File: src/hdl/fwc_pkg.sv
package fwc_pkg;
    // register offsets on the plain register port
    localparam logic [7:0] ADDR_TIMING = 8'ha8;
    localparam logic [7:0] ADDR_ADDR_LOW = 8'ha9;
    localparam logic [7:0] ADDR_ADDR_HIGH = 8'haa;
    localparam logic [7:0] ADDR_CONTROL = 8'hae;
    localparam logic [7:0] ADDR_WRITE_DATA = 8'haf;

    // control register fields
    localparam int CTL_ERASE_BIT = 0;
    localparam int CTL_WRITE_BIT = 1;
    localparam int CTL_WORD_BUSY_BIT = 6;
    localparam int CTL_BUSY_BIT = 7;

    // flash geometry
    localparam int PAGE_COUNT = 64;
    localparam int PAGE_BYTES = 2048;
    localparam int WORD_BYTES = 4;
    localparam int WORD_ADDR_W = $clog2(PAGE_COUNT * PAGE_BYTES / WORD_BYTES);
    localparam int PAGE_W = $clog2(PAGE_COUNT);
    localparam int PAGE_LSB = 1;
    localparam int TIMING_W = 6;

    // reset values
    localparam logic [TIMING_W-1:0] TIMING_RESET = 6'h2a;
    localparam logic [7:0] ADDR_LOW_RESET = 8'h00;
    localparam logic [7:0] ADDR_HIGH_RESET = 8'h00;

    // timing: one timing unit is sixteen clocks, a word takes timing units,
    // an erase takes as many word times as the ratio of the two durations
    localparam int CLK_PERIOD_NS = 4;
    localparam int PROG_TIME_NS = 20000;
    localparam int ERASE_TIME_NS = 20000000;
    localparam int UNIT_CYCLES = 16;
    localparam int PROG_CYCLES = (PROG_TIME_NS + CLK_PERIOD_NS - 1) / CLK_PERIOD_NS;
    localparam int ERASE_PER_PROG = ERASE_TIME_NS / PROG_TIME_NS;

    typedef enum logic [1:0] {
        FWC_IDLE = 2'b00,
        FWC_ERASE = 2'b01,
        FWC_COLLECT = 2'b11,
        FWC_PROG = 2'b10
    } fwc_state_t;
endpackage : fwc_pkg

File: src/hdl/fwc_tmr_if.sv
`timescale 1ns/1ps
interface fwc_tmr_if;
    import fwc_pkg::*;
    logic start;
    logic erase;
    logic [TIMING_W-1:0] timing;
    logic done;
    logic running;
    modport ctrl (output start, output erase, output timing, input done, input running);
    modport timer (input start, input erase, input timing, output done, output running);
endinterface : fwc_tmr_if
File: src/hdl/fwc_ctrl.sv
// Behaviour
// - flash is 64 pages of 2048 bytes; erasure works on whole pages
// - bytes are readable singly; programming happens only as whole 32-bit words
// - timing generator makes a page erase last about 20 ms; at the 4 ns clock an erase takes 2.7 ms at reset timing, 4 ms at most
// - timing generator makes one word program last about 20 us; at the 4 ns clock a word takes 2.7 us at reset timing, 4 us at most
// - flash powered down between reads while cpu runs on slow clock
// - writing one to the write-start bit begins a write sequence
// - programming starts at the word address high:low
// - word busy flag is high exactly while one word is programmed
// - in a sequence, every fourth data byte programs one word
// - one sequence programs any number of consecutive words
// - dma trigger pulses whenever the data register can take a byte
// - starting a write issues the first dma trigger at once
// - cpu fetches from flash stall during word programming
// - flash access from ram code while word busy flags a violation
// - timing field resets to 0x2a and is software writable
// - erase bit erases page high[6:1]; erase completes before write
//
// Chosen here: the register offsets and the strobed register port.
`timescale 1ns/1ps
module fwc_ctrl #(
    parameter int ERASE_REP = fwc_pkg::ERASE_PER_PROG
) (
    input wire logic clk,
    input wire logic nrst,
    input wire logic [7:0] reg_addr,
    input wire logic [7:0] reg_wdata,
    input wire logic reg_we,
    input wire logic reg_re,
    output logic [7:0] reg_rdata,
    input wire logic cpu_flash_acc,
    input wire logic cpu_from_ram,
    input wire logic cpu_slow_clk,
    output logic cpu_fetch_stall,
    output logic access_violation,
    output logic dma_trigger,
    output logic flash_prog_en,
    output logic flash_erase_en,
    output logic [fwc_pkg::WORD_ADDR_W-1:0] flash_word_addr,
    output logic [fwc_pkg::PAGE_W-1:0] flash_erase_page,
    output logic [31:0] flash_prog_data,
    output logic flash_power_down
);
    import fwc_pkg::*;

    fwc_tmr_if tmr ();

    fwc_timer #(
        .ERASE_REP(ERASE_REP)
    ) u_timer (
        .clk(clk),
        .nrst(nrst),
        .tmr(tmr)
    );

    fwc_state_t state, next_state;
    logic [TIMING_W-1:0] flash_write_timing, next_flash_write_timing;
    logic [7:0] flash_addr_low, next_flash_addr_low;
    logic [7:0] flash_addr_high, next_flash_addr_high;
    logic [7:0] pack [3];
    logic [7:0] next_pack [3];
    logic [1:0] byte_cnt, next_byte_cnt;
    logic write_pend, next_write_pend;
    logic stop_pend, next_stop_pend;
    logic [31:0] prog_data, next_prog_data;
    logic trig, next_trig;
    logic viol, next_viol;
    logic [7:0] rdata, next_rdata;
    logic start, erase_sel;
    logic ctl_wr, data_wr;
    logic word_write_busy;
    logic busy;
    logic [15:0] word_addr_cat;
    logic [15:0] word_addr_inc;
    logic [7:0] flash_control_reg;

    assign ctl_wr = reg_we && (reg_addr == ADDR_CONTROL);
    assign data_wr = reg_we && (reg_addr == ADDR_WRITE_DATA);
    assign word_write_busy = (state == FWC_PROG);
    assign busy = (state != FWC_IDLE);
    // the address registers hold a word address; upper bit of high is unused
    assign word_addr_cat = {flash_addr_high, flash_addr_low};
    assign word_addr_inc = word_addr_cat + 16'h0001;

    // control register view: status bits come from the sequencer itself
    always_comb begin
        flash_control_reg = 8'h00;
        flash_control_reg[CTL_BUSY_BIT] = busy;
        flash_control_reg[CTL_WORD_BUSY_BIT] = word_write_busy;
        flash_control_reg[CTL_ERASE_BIT] = (state == FWC_ERASE);
        flash_control_reg[CTL_WRITE_BIT] = (state == FWC_COLLECT) || (state == FWC_PROG);
    end

    // sequencer: erase first, then collect bytes and program words
    always_comb begin
        next_state = state;
        next_flash_addr_low = flash_addr_low;
        next_flash_addr_high = flash_addr_high;
        next_flash_write_timing = flash_write_timing;
        for (int i = 0; i < 3; i++) begin
            next_pack[i] = pack[i];
        end
        next_byte_cnt = byte_cnt;
        next_write_pend = write_pend;
        next_stop_pend = stop_pend;
        next_prog_data = prog_data;
        next_trig = 1'b0;
        start = 1'b0;
        erase_sel = 1'b0;
        // address and timing are only taken while idle, so a sequence
        // cannot be retargeted halfway through a word
        if (reg_we && (state == FWC_IDLE)) begin
            if (reg_addr == ADDR_TIMING) begin
                next_flash_write_timing = reg_wdata[TIMING_W-1:0];
            end
            if (reg_addr == ADDR_ADDR_LOW) begin
                next_flash_addr_low = reg_wdata;
            end
            if (reg_addr == ADDR_ADDR_HIGH) begin
                next_flash_addr_high = reg_wdata;
            end
        end
        unique case (state)
            FWC_IDLE: begin
                next_byte_cnt = 2'd0;
                next_stop_pend = 1'b0;
                if (ctl_wr && reg_wdata[CTL_ERASE_BIT]) begin
                    start = 1'b1;
                    erase_sel = 1'b1;
                    next_write_pend = reg_wdata[CTL_WRITE_BIT];
                    next_state = FWC_ERASE;
                end else if (ctl_wr && reg_wdata[CTL_WRITE_BIT]) begin
                    next_trig = 1'b1;
                    next_state = FWC_COLLECT;
                end
            end
            FWC_ERASE: begin
                if (tmr.done) begin
                    next_write_pend = 1'b0;
                    if (write_pend) begin
                        next_trig = 1'b1;
                        next_state = FWC_COLLECT;
                    end else begin
                        next_state = FWC_IDLE;
                    end
                end
            end
            FWC_COLLECT: begin
                if (ctl_wr && !reg_wdata[CTL_WRITE_BIT]) begin
                    // clearing the write bit ends the sequence; a partial word
                    // is dropped because flash only takes whole words
                    next_state = FWC_IDLE;
                end else if (data_wr) begin
                    if (byte_cnt == 2'd3) begin
                        // first byte lands in the low lane of the word
                        next_prog_data = {reg_wdata, pack[2], pack[1], pack[0]};
                        next_byte_cnt = 2'd0;
                        start = 1'b1;
                        next_state = FWC_PROG;
                    end else begin
                        next_pack[byte_cnt] = reg_wdata;
                        next_byte_cnt = byte_cnt + 2'd1;
                        next_trig = 1'b1;
                    end
                end
            end
            FWC_PROG: begin
                // bytes written while a word is in flight are ignored
                if (ctl_wr && !reg_wdata[CTL_WRITE_BIT]) begin
                    next_stop_pend = 1'b1;
                end
                if (tmr.done) begin
                    next_flash_addr_high = word_addr_inc[15:8];
                    next_flash_addr_low = word_addr_inc[7:0];
                    if (stop_pend || (ctl_wr && !reg_wdata[CTL_WRITE_BIT])) begin
                        next_state = FWC_IDLE;
                    end else begin
                        next_trig = 1'b1;
                        next_state = FWC_COLLECT;
                    end
                end
            end
        endcase
    end

    assign tmr.start = start;
    assign tmr.erase = erase_sel;
    assign tmr.timing = flash_write_timing;

    always_ff @(posedge clk or negedge nrst) begin
        if (!nrst) begin
            state <= FWC_IDLE;
            flash_write_timing <= TIMING_RESET;
            flash_addr_low <= ADDR_LOW_RESET;
            flash_addr_high <= ADDR_HIGH_RESET;
            for (int i = 0; i < 3; i++) begin
                pack[i] <= 8'h00;
            end
            byte_cnt <= 2'd0;
            write_pend <= 1'b0;
            stop_pend <= 1'b0;
            prog_data <= 32'h0000_0000;
            trig <= 1'b0;
        end else begin
            state <= next_state;
            flash_write_timing <= next_flash_write_timing;
            flash_addr_low <= next_flash_addr_low;
            flash_addr_high <= next_flash_addr_high;
            for (int i = 0; i < 3; i++) begin
                pack[i] <= next_pack[i];
            end
            byte_cnt <= next_byte_cnt;
            write_pend <= next_write_pend;
            stop_pend <= next_stop_pend;
            prog_data <= next_prog_data;
            trig <= next_trig;
        end
    end

    // register read port: data in the cycle after the strobe, zero elsewhere
    always_comb begin
        next_rdata = 8'h00;
        if (reg_re) begin
            unique case (reg_addr)
                ADDR_TIMING: next_rdata = {2'b00, flash_write_timing};
                ADDR_ADDR_LOW: next_rdata = flash_addr_low;
                ADDR_ADDR_HIGH: next_rdata = flash_addr_high;
                ADDR_CONTROL: next_rdata = flash_control_reg;
                default: next_rdata = 8'h00; // write data reads as zero
            endcase
        end
    end

    // ram code touching flash mid-word is a fault, flash code just waits
    always_comb begin
        next_viol = cpu_flash_acc && cpu_from_ram && word_write_busy;
    end

    always_ff @(posedge clk or negedge nrst) begin
        if (!nrst) begin
            rdata <= 8'h00;
            viol <= 1'b0;
        end else begin
            rdata <= next_rdata;
            viol <= next_viol;
        end
    end

    assign reg_rdata = rdata;
    assign access_violation = viol;
    assign dma_trigger = trig;
    // stall is combinational so the fetch never sees a half-written word
    assign cpu_fetch_stall = cpu_flash_acc && !cpu_from_ram && word_write_busy;
    // power down only while nothing reads and no operation is running
    assign flash_power_down = cpu_slow_clk && !cpu_flash_acc && !busy;
    assign flash_prog_en = word_write_busy;
    assign flash_erase_en = (state == FWC_ERASE);
    assign flash_word_addr = word_addr_cat[WORD_ADDR_W-1:0];
    assign flash_erase_page = flash_addr_high[PAGE_LSB +: PAGE_W];
    assign flash_prog_data = prog_data;
endmodule : fwc_ctrl

File: src/hdl/fwc_timer.sv
`timescale 1ns/1ps
module fwc_timer #(
    parameter int ERASE_REP = fwc_pkg::ERASE_PER_PROG
) (
    input wire logic clk,
    input wire logic nrst,
    fwc_tmr_if.timer tmr
);
    import fwc_pkg::*;
    localparam int REP_W = $clog2(ERASE_REP + 1);
    localparam logic [3:0] UNIT_LAST = 4'(UNIT_CYCLES - 1);
    localparam logic [REP_W-1:0] REP_LAST = REP_W'(ERASE_REP - 1);

    logic run, next_run;
    logic done, next_done;
    logic [3:0] unit, next_unit;
    logic [TIMING_W-1:0] tcnt, next_tcnt;
    logic [TIMING_W-1:0] tload, next_tload;
    logic [REP_W-1:0] rep, next_rep;

    // nested down counters: unit, then timing value, then erase repeats
    always_comb begin
        next_run = run;
        next_done = 1'b0;
        next_unit = unit;
        next_tcnt = tcnt;
        next_tload = tload;
        next_rep = rep;
        if (tmr.start) begin
            next_run = 1'b1;
            next_unit = UNIT_LAST;
            // a zero timing value would mean no delay; treat it as one unit
            next_tload = (tmr.timing == '0) ? '0 : tmr.timing - 6'h01;
            next_tcnt = next_tload;
            next_rep = tmr.erase ? REP_LAST : '0;
        end else if (run) begin
            if (unit != 4'h0) begin
                next_unit = unit - 4'h1;
            end else begin
                next_unit = UNIT_LAST;
                if (tcnt != '0) begin
                    next_tcnt = tcnt - 6'h01;
                end else begin
                    next_tcnt = tload;
                    if (rep != '0) begin
                        next_rep = rep - REP_W'(1);
                    end else begin
                        next_run = 1'b0;
                        next_done = 1'b1;
                    end
                end
            end
        end
    end

    always_ff @(posedge clk or negedge nrst) begin
        if (!nrst) begin
            run <= 1'b0;
            done <= 1'b0;
            unit <= '0;
            tcnt <= '0;
            tload <= '0;
            rep <= '0;
        end else begin
            run <= next_run;
            done <= next_done;
            unit <= next_unit;
            tcnt <= next_tcnt;
            tload <= next_tload;
            rep <= next_rep;
        end
    end

    assign tmr.done = done;
    assign tmr.running = run;
endmodule : fwc_timer

File: config.mk
export PLATFORM = sky130hd
export DESIGN_NAME = fwc_ctrl
export DESIGN_NICKNAME = d
export VERILOG_FILES = /design/src/hdl/fwc_pkg.sv /design/src/hdl/fwc_tmr_if.sv /design/src/hdl/fwc_ctrl.sv /design/src/hdl/fwc_timer.sv
export SDC_FILE = /design/constraint.sdc
export NUM_CORES = 1
export LEC_CHECK = 0
export BUFFER_PORTS_ARGS = -buffer_cell sky130_fd_sc_hd__buf_2
export CORE_MARGIN = 4
export CORE_UTILIZATION = 46
export CTS_CLUSTER_SIZE = 28
export DETAILED_ROUTE_END_ITERATION = 10
export PLACE_DENSITY_LB_ADDON = 0.1
export SYNTH_ARGS = -nofsm -noshare
export SYNTH_HDL_FRONTEND = slang
export SYNTH_SLANG_ARGS = --single-unit
File: constraint.sdc
create_clock -name clk -period 5.05 [get_ports clk]
set_clock_uncertainty 0.2 [all_clocks]
set_input_delay 1.01 -clock clk [delete_from_list [all_inputs] [get_ports clk]]
set_output_delay 1.01 -clock clk [all_outputs]
set_load 0.03 [all_outputs]
# Word level (Yosys, flattened, before mapping)
# Index checks and enable logic that the tools add are counted.
# W data, S select, Z words.
[totals]
ff_bits = 122
latch_bits = 0
mem_bits_rw = 0
rom_bits = 0
in_bits = 23
mem_count = 0
[op_classes]
add_sub_neg = 6
n_mul = 0
n_div = 0
magnitude_cmp = 2
n_eq_ne = 20
shift = 0
muxes = 72
bitwise_logic = 3
n_reduce_logical = 39
[op_table]
columns = ["op", "n"]
rows = [
  ["$mux W8", 10],
  ["$mux W10", 6],
  ["$eq A8 B8 Y1 const B", 5],
  ["$pmux W8 S4", 1],
  ["$mux W6", 5],
  ["$mux W1", 27],
  ["$bwmux W24", 1],
  ["$mux W2", 12],
  ["$add A16 B1 Y16 const B", 1],
  ["$demux W8 S2", 1],
  ["$logic_and A1 B1 Y1", 13],
  ["$mux W4", 3],
  ["$reduce_and A4 Y1", 3],
  ["$reduce_bool A2 Y1", 6],
  ["$sub A6 B1 Y6 const B", 2],
  ["$reduce_bool A10 Y1", 1],
  ["$sub A10 B1 Y10 const B", 1],
  ["$ne A2 B1 Y1 const B", 4],
  ["$ne A2 B2 Y1 const B", 4],
  ["$pmux W2 S4", 1],
  ["$eq A2 B2 Y1 const B", 3],
  ["$logic_not A6 Y1", 1],
  ["$ne A3 B1 Y1 const B", 2],
  ["$pmux W1 S2", 3],
  ["other kinds (18)", 26],
]

# Depth between registers and ports, before layout
[logic_depth]
ltp_word = 7
depth_mapped = 9

# Modules after synthesis
# From an unflattened synthesis, not the netlist that was laid out.
[unflattened]
cells_unflattened = 598
area_unflattened_um2 = 6398.6
[modules_own_cells]
columns = ["module", "n_inst", "cells_per_inst", "area_per_inst_um2", "seq_area_each_um2"]
rows = [
  ["fwc_ctrl", 1, 406, 4652.0, 2356.0],
  ["fwc_timer", 1, 192, 1746.7, 700.7],
]

# Worst setup path after synthesis
# Ideal clock, no wire load.
[synth_path]
kind = "reg-to-output"
start = "register state[0]"
end = "output port cpu_fetch_stall"
arrival_time_ns = 1.561
t_required_ns = 3.840
setup_slack_ns = 2.279
stages_incl_launch_ff = 6
path_buffers = 1
cell_sequence = "dfrtp_1 -> inv_1 -> ha_1 -> clkbuf_1 -> nand2_1 -> nor2_1"
[synth_via]
elab_chain_cells = 2
[synth_rtl]
columns = ["element", "line", "rtl"]
rows = [
  ["start: declaration", "fwc_ctrl.sv:56", "fwc_state_t state, next_state;"],
  ["start signal: assignment", "fwc_ctrl.sv:205", "state <= next_state;"],
  ["$eq A2 B2 Y1", "fwc_ctrl.sv:79", "assign word_write_busy = (state == FWC_PROG);"],
  ["named net flash_prog_en", "fwc_ctrl.sv:37", "output logic flash_prog_en,"],
  ["$logic_and A1 B1 Y1", "fwc_ctrl.sv:253", "assign cpu_fetch_stall = cpu_flash_acc && !cpu_from_ram && word_write_busy;"],
  ["end: declaration", "fwc_ctrl.sv:34", "output logic cpu_fetch_stall,"],
]
# The timed path passes the listed nets, and every way through them passes these cells.

# Worst setup path after layout
[layout_path]
start = "input port reg_addr[6]"
end = "register flash_addr_low[4]"
[layout_via]
elab_chain_cells = 5
[layout_rtl]
columns = ["element", "line", "rtl"]
rows = [
  ["start: declaration", "fwc_ctrl.sv:26", "input wire logic [7:0] reg_addr,"],
  ["$eq A8 B8 Y1 (*)", "fwc_ctrl.sv:116", "if (reg_addr == ADDR_ADDR_LOW) begin"],
  ["$mux W8 (*)", "fwc_ctrl.sv:116", ""],
  ["$mux W8 (*)", "fwc_ctrl.sv:112", "if (reg_we && (state == FWC_IDLE)) begin"],
  ["$mux W8", "fwc_ctrl.sv:172", "if (tmr.done) begin"],
  ["$mux W8 (*)", "fwc_ctrl.sv:123", "unique case (state)"],
  ["named net next_flash_addr_low[4]", "fwc_ctrl.sv:58", "logic [7:0] flash_addr_low, next_flash_addr_low;"],
  ["end signal: assignment", "fwc_ctrl.sv:207", "flash_addr_low <= next_flash_addr_low;"],
  ["end: declaration", "fwc_ctrl.sv:58", ""],
]
# The timed path passes the listed nets; every way through them passes the cells marked *.
# A chain may end at the register's enable or synchronous reset.

==> results.md <==
| Item | Value |
|:---|:---|
| LEAKAGE | 3.51 nW |
| GRT Resource Usage Total | 19.8% |
| Number of setup violations in the final report | 0 |
| Max Fanout on Critical Path | 13 |
| Flip-flop and latch count after synthesis | 122 |
| Max stage delay on crit path | 950 ps |
| Sum of routed wire length over all layers | 14800 µm |
| Global-route met3 utilization | 5.03% |
| Commonest non-fill, non-tap cell in the layout | dfrtp_1 |
| Endpoint arrival time on the critical path | 3130 ps |
| # Post-CTS Setup Buffers | 0 |
| Met2 Resource Use GR | 31.5% |
| Floorplan die height | 124 µm |
| Xor and xnor fraction of the mapped netlist area | 1.55% |
| Worst rel slew slack | 31.6% |
| Category of the most critical setup path | in2reg |
| Overall overflow remaining after global route | 0 |
| Drt first-iter violations | 315 |
| Run status | complete, no violations |
| Antenna cells | 0 |
| Main combinational cell family by area after synthesis | simple AND/OR/NAND/NOR gates |
| Top post-synthesis cells by area | dfrtp_1 48%, mux2_2 12%, ha_1 3.4% |
| Final count of hold timing violations | 0 |
| Cell at the root of the clock tree | clkbuf_16 |
| Worst-path cell with the longest stage delay | nor4_2 |
| Crit path capture type | flip-flop |
| Filler cell count | 1205 |
| PwrDens | 370 nW/µm² |
| Pins over their slew limit | 0 |
| Antenna violations before repair | 0 |
| Hold Crit Class | reg2reg |
| Width of the die | 124 µm |
| CTS tree | built |
| Area of combinational cells with multiple inputs | 2880 µm² |
| Complex-gate fraction of the synthesized area | 11.3% |
| Via count of the routed design | 4699 |
| Achievable clock frequency | 330 MHz |
| Clock-pin slew on the worst setup and hold paths | 60 ps |
| Adder-cell share of the synthesized area | 3.42% |
| Core footprint | 13200 µm² |
| Proportion of synthesized chip area in sequential cells | 49.2% |
| Number of resized instances in the post-cts repair step | 0 |
| Busiest layer in global routing | met2 |
| Starting density of the core | 46.9% |
| Die ar. | 15400 µm² |
| Worst IR drop on VDD | 0.218 mV |
| Wire length of the first global-routing pass | 24600 µm |
| Vias in the first global route | 4761 |
| Transition time at the pin with the least slew margin | 1020 ps |
| Cell Count Post-Placement | 800 |
| Clock latency at the later pin of the worst-skew pair | 410 ps |
| Seq. cell area | 3060 µm² |
| Cell type with the largest total area after synthesis | dfrtp_1 |
| Utilization of the core after routing | 54.9% |
| Post-route fraction of the period consumed by the critical path | 60.0% |
| Area after detailed placement | 6710 µm² |
| Residual DRC count | 0 |
| Total iterations of the first detailed-routing run | 5 |
| Buffer depth of the longest clock path | 2 |
| Worst path required time | 5150 ps |
| Net count of the mapped netlist | 606 |
| Synth cell types | 70 |
| Clock buffers created by TritonCTS | 17 |
| Cell count after synthesis | 566 |
| Antenna Violating Nets Remaining | 0 |
| Cells traversed along the worst timing path | buf_2 -> nand4bb_1 -> nor4_2 -> nand3_1 -> o221a_2 |
| Proportion of layout cells with a drive suffix above 1 | 33.0% |
| Synthesized cell area | 6210 µm² |
| R2r setup slk | 2510 ps |
| Num ports | 90 |
| HPWL after detailed placement | 10300 µm |
| Count of standard-cell rows | 42 |
| Maximum number of pins on one net before global-route repair | 69 |
| Setup repair after global routing missed its margin | no |
| Fin crit period | 3030 ps |
| Number of enable-type register cells in the synthesized netlist | 0 |
| Total number of yosys warnings | 0 |
| H-tree lvl count | 4 |
| Share of synthesized area spent on multiplexers | 14.4% |
| Via density per instance | 5.65 |
| Net count reported at finish | 683 |
| Post-CTS Hold Buffers | 0 |
| Startpoint kind of the worst setup timing path | primary input |
| Mean Syn Cell Area | 11.0 µm² |
| Detail-routed net length per standard cell | 17.9 µm |
| Met1 demand-to-capacity share in global routing | 26.5% |
| Yosys top cell area share | 47.9% |
| Area growth from synthesis to final layout | 17.0% |
| Setup TNS | 0 ps |
| Top_reg_cell synth | dfrtp_1 |
| Instance count along the most critical hold path | 2 |
| Total non-filler cell area in the finished layout | 7270 µm² |
| Number of non-filler instances in the completed layout | 831 |
| Number of cell instances on the worst register-to-register path | 7 |
| Simple-Gate Fraction of Synth Area | 15.7% |
| Number of clock sinks | 122 |
| GPL Wtd Cong | 0.890 |
| Max-capacitance violation count | 0 |
| Asr flop ratio synth | 100% |
| Most frequent cells in the layout | 119 x dfrtp_1, 88 x buf_2, 68 x mux2_2 |
| IO buf count | 89 |
==> per-stage QoR <==
step	worst slack [ps]	hold slack [ps]	total power, mW
global placement	1670	271	1.56
global route	1800	316	2.83
floorplan	2280	247	1.44
detailed placement	1600	276	1.57
finish	2020	292	2.69
CTS	2030	297	2.71
==> final cells by class <==
class	instances	share of cell area, %
Clock buffer	18	6.04
Clock inverter	13	1.67
Inverter	20	1.03
Multi-Input combinational cell	389	39.6
Sequential cell	122	42.1
Tap cell	176	3.03
Timing Repair Buffer	93	6.58
==> cell families (layout without fill, tap and decap cells) <==
group | Yosys count | in the layout
xor+xnor | 11 | 11
mux | 79 | 79
simple gates | 175 | 175
flops | 122 | 122
compound gates | 107 | 107
fa+ha+maj | 17 | 17
buf+inv | 55 | 144
==> path summary, 6_finish.rpt <==
kind / startpoint / to
max: reg_addr[6] / flash_addr_low[4]
min: u_timer.tload[2] / u_timer.tload[2]
max reg2reg: state[0] / flash_addr_high[7]
min reg2reg: u_timer.tload[2] / u_timer.tload[2]
max in group asynchronous: nrst / flash_write_timing[3]
min in group asynchronous: nrst / flash_prog_data[0]
==> synthesized netlist by cell type, types with 5 or more instances <==
master and number:
inv_1 20, o22ai_1 9, nand4_1 10, nand2_1 38
buf_4 15, mux2_2 68, a21oi_1 16, xor2_1 5
a31oi_1 6, clkbuf_1 10, a211oi_1 5, and3_1 10
xnor2_1 6, o21ai_0 32, dfrtp_1 119, nor2b_1 6
mux2i_1 7, buf_2 9, nor3_1 17, nor2_1 36
nand3_1 21, ha_1 17
==> flip-flops by register name (all words and copies together), names as in the netlist, 6 cells and up <==
register and cells:
u_timer.tload 6, flash_prog_data 32, flash_write_timing 6, u_timer.rep 10, flash_addr_low 8, pack 24
u_timer.tcnt 6, reg_rdata 8, flash_addr_high 8
==> power by group <==
group / internal (mW) / leakage (nW) / total (mW) / switching [mW]
registers: 1.03 / 1.58 / 1.10 / 0.0630
logic: 0.173 / 1.67 / 0.457 / 0.284
clock network: 0.688 / 0.261 / 1.14 / 0.449
total: 1.89 / 3.51 / 2.69 / 0.796
==> critical path, delay by kind of cell <==
kind	cells	cell delay [ps]
AO/OA/AOI/OAI	1	340
AND/OR/NAND/NOR	3	1670
buffers and inverters	1	100
==> per-layer routing <==
layer	share of wire (%)	wire, µm	up-vias
met5	0	0	-
met4	1.6	233	0
met3	5.7	839	19
met2	48	7150	135
met1	45	6620	2357
li1	-	-	2188
(Power assumes the default switching activity.)
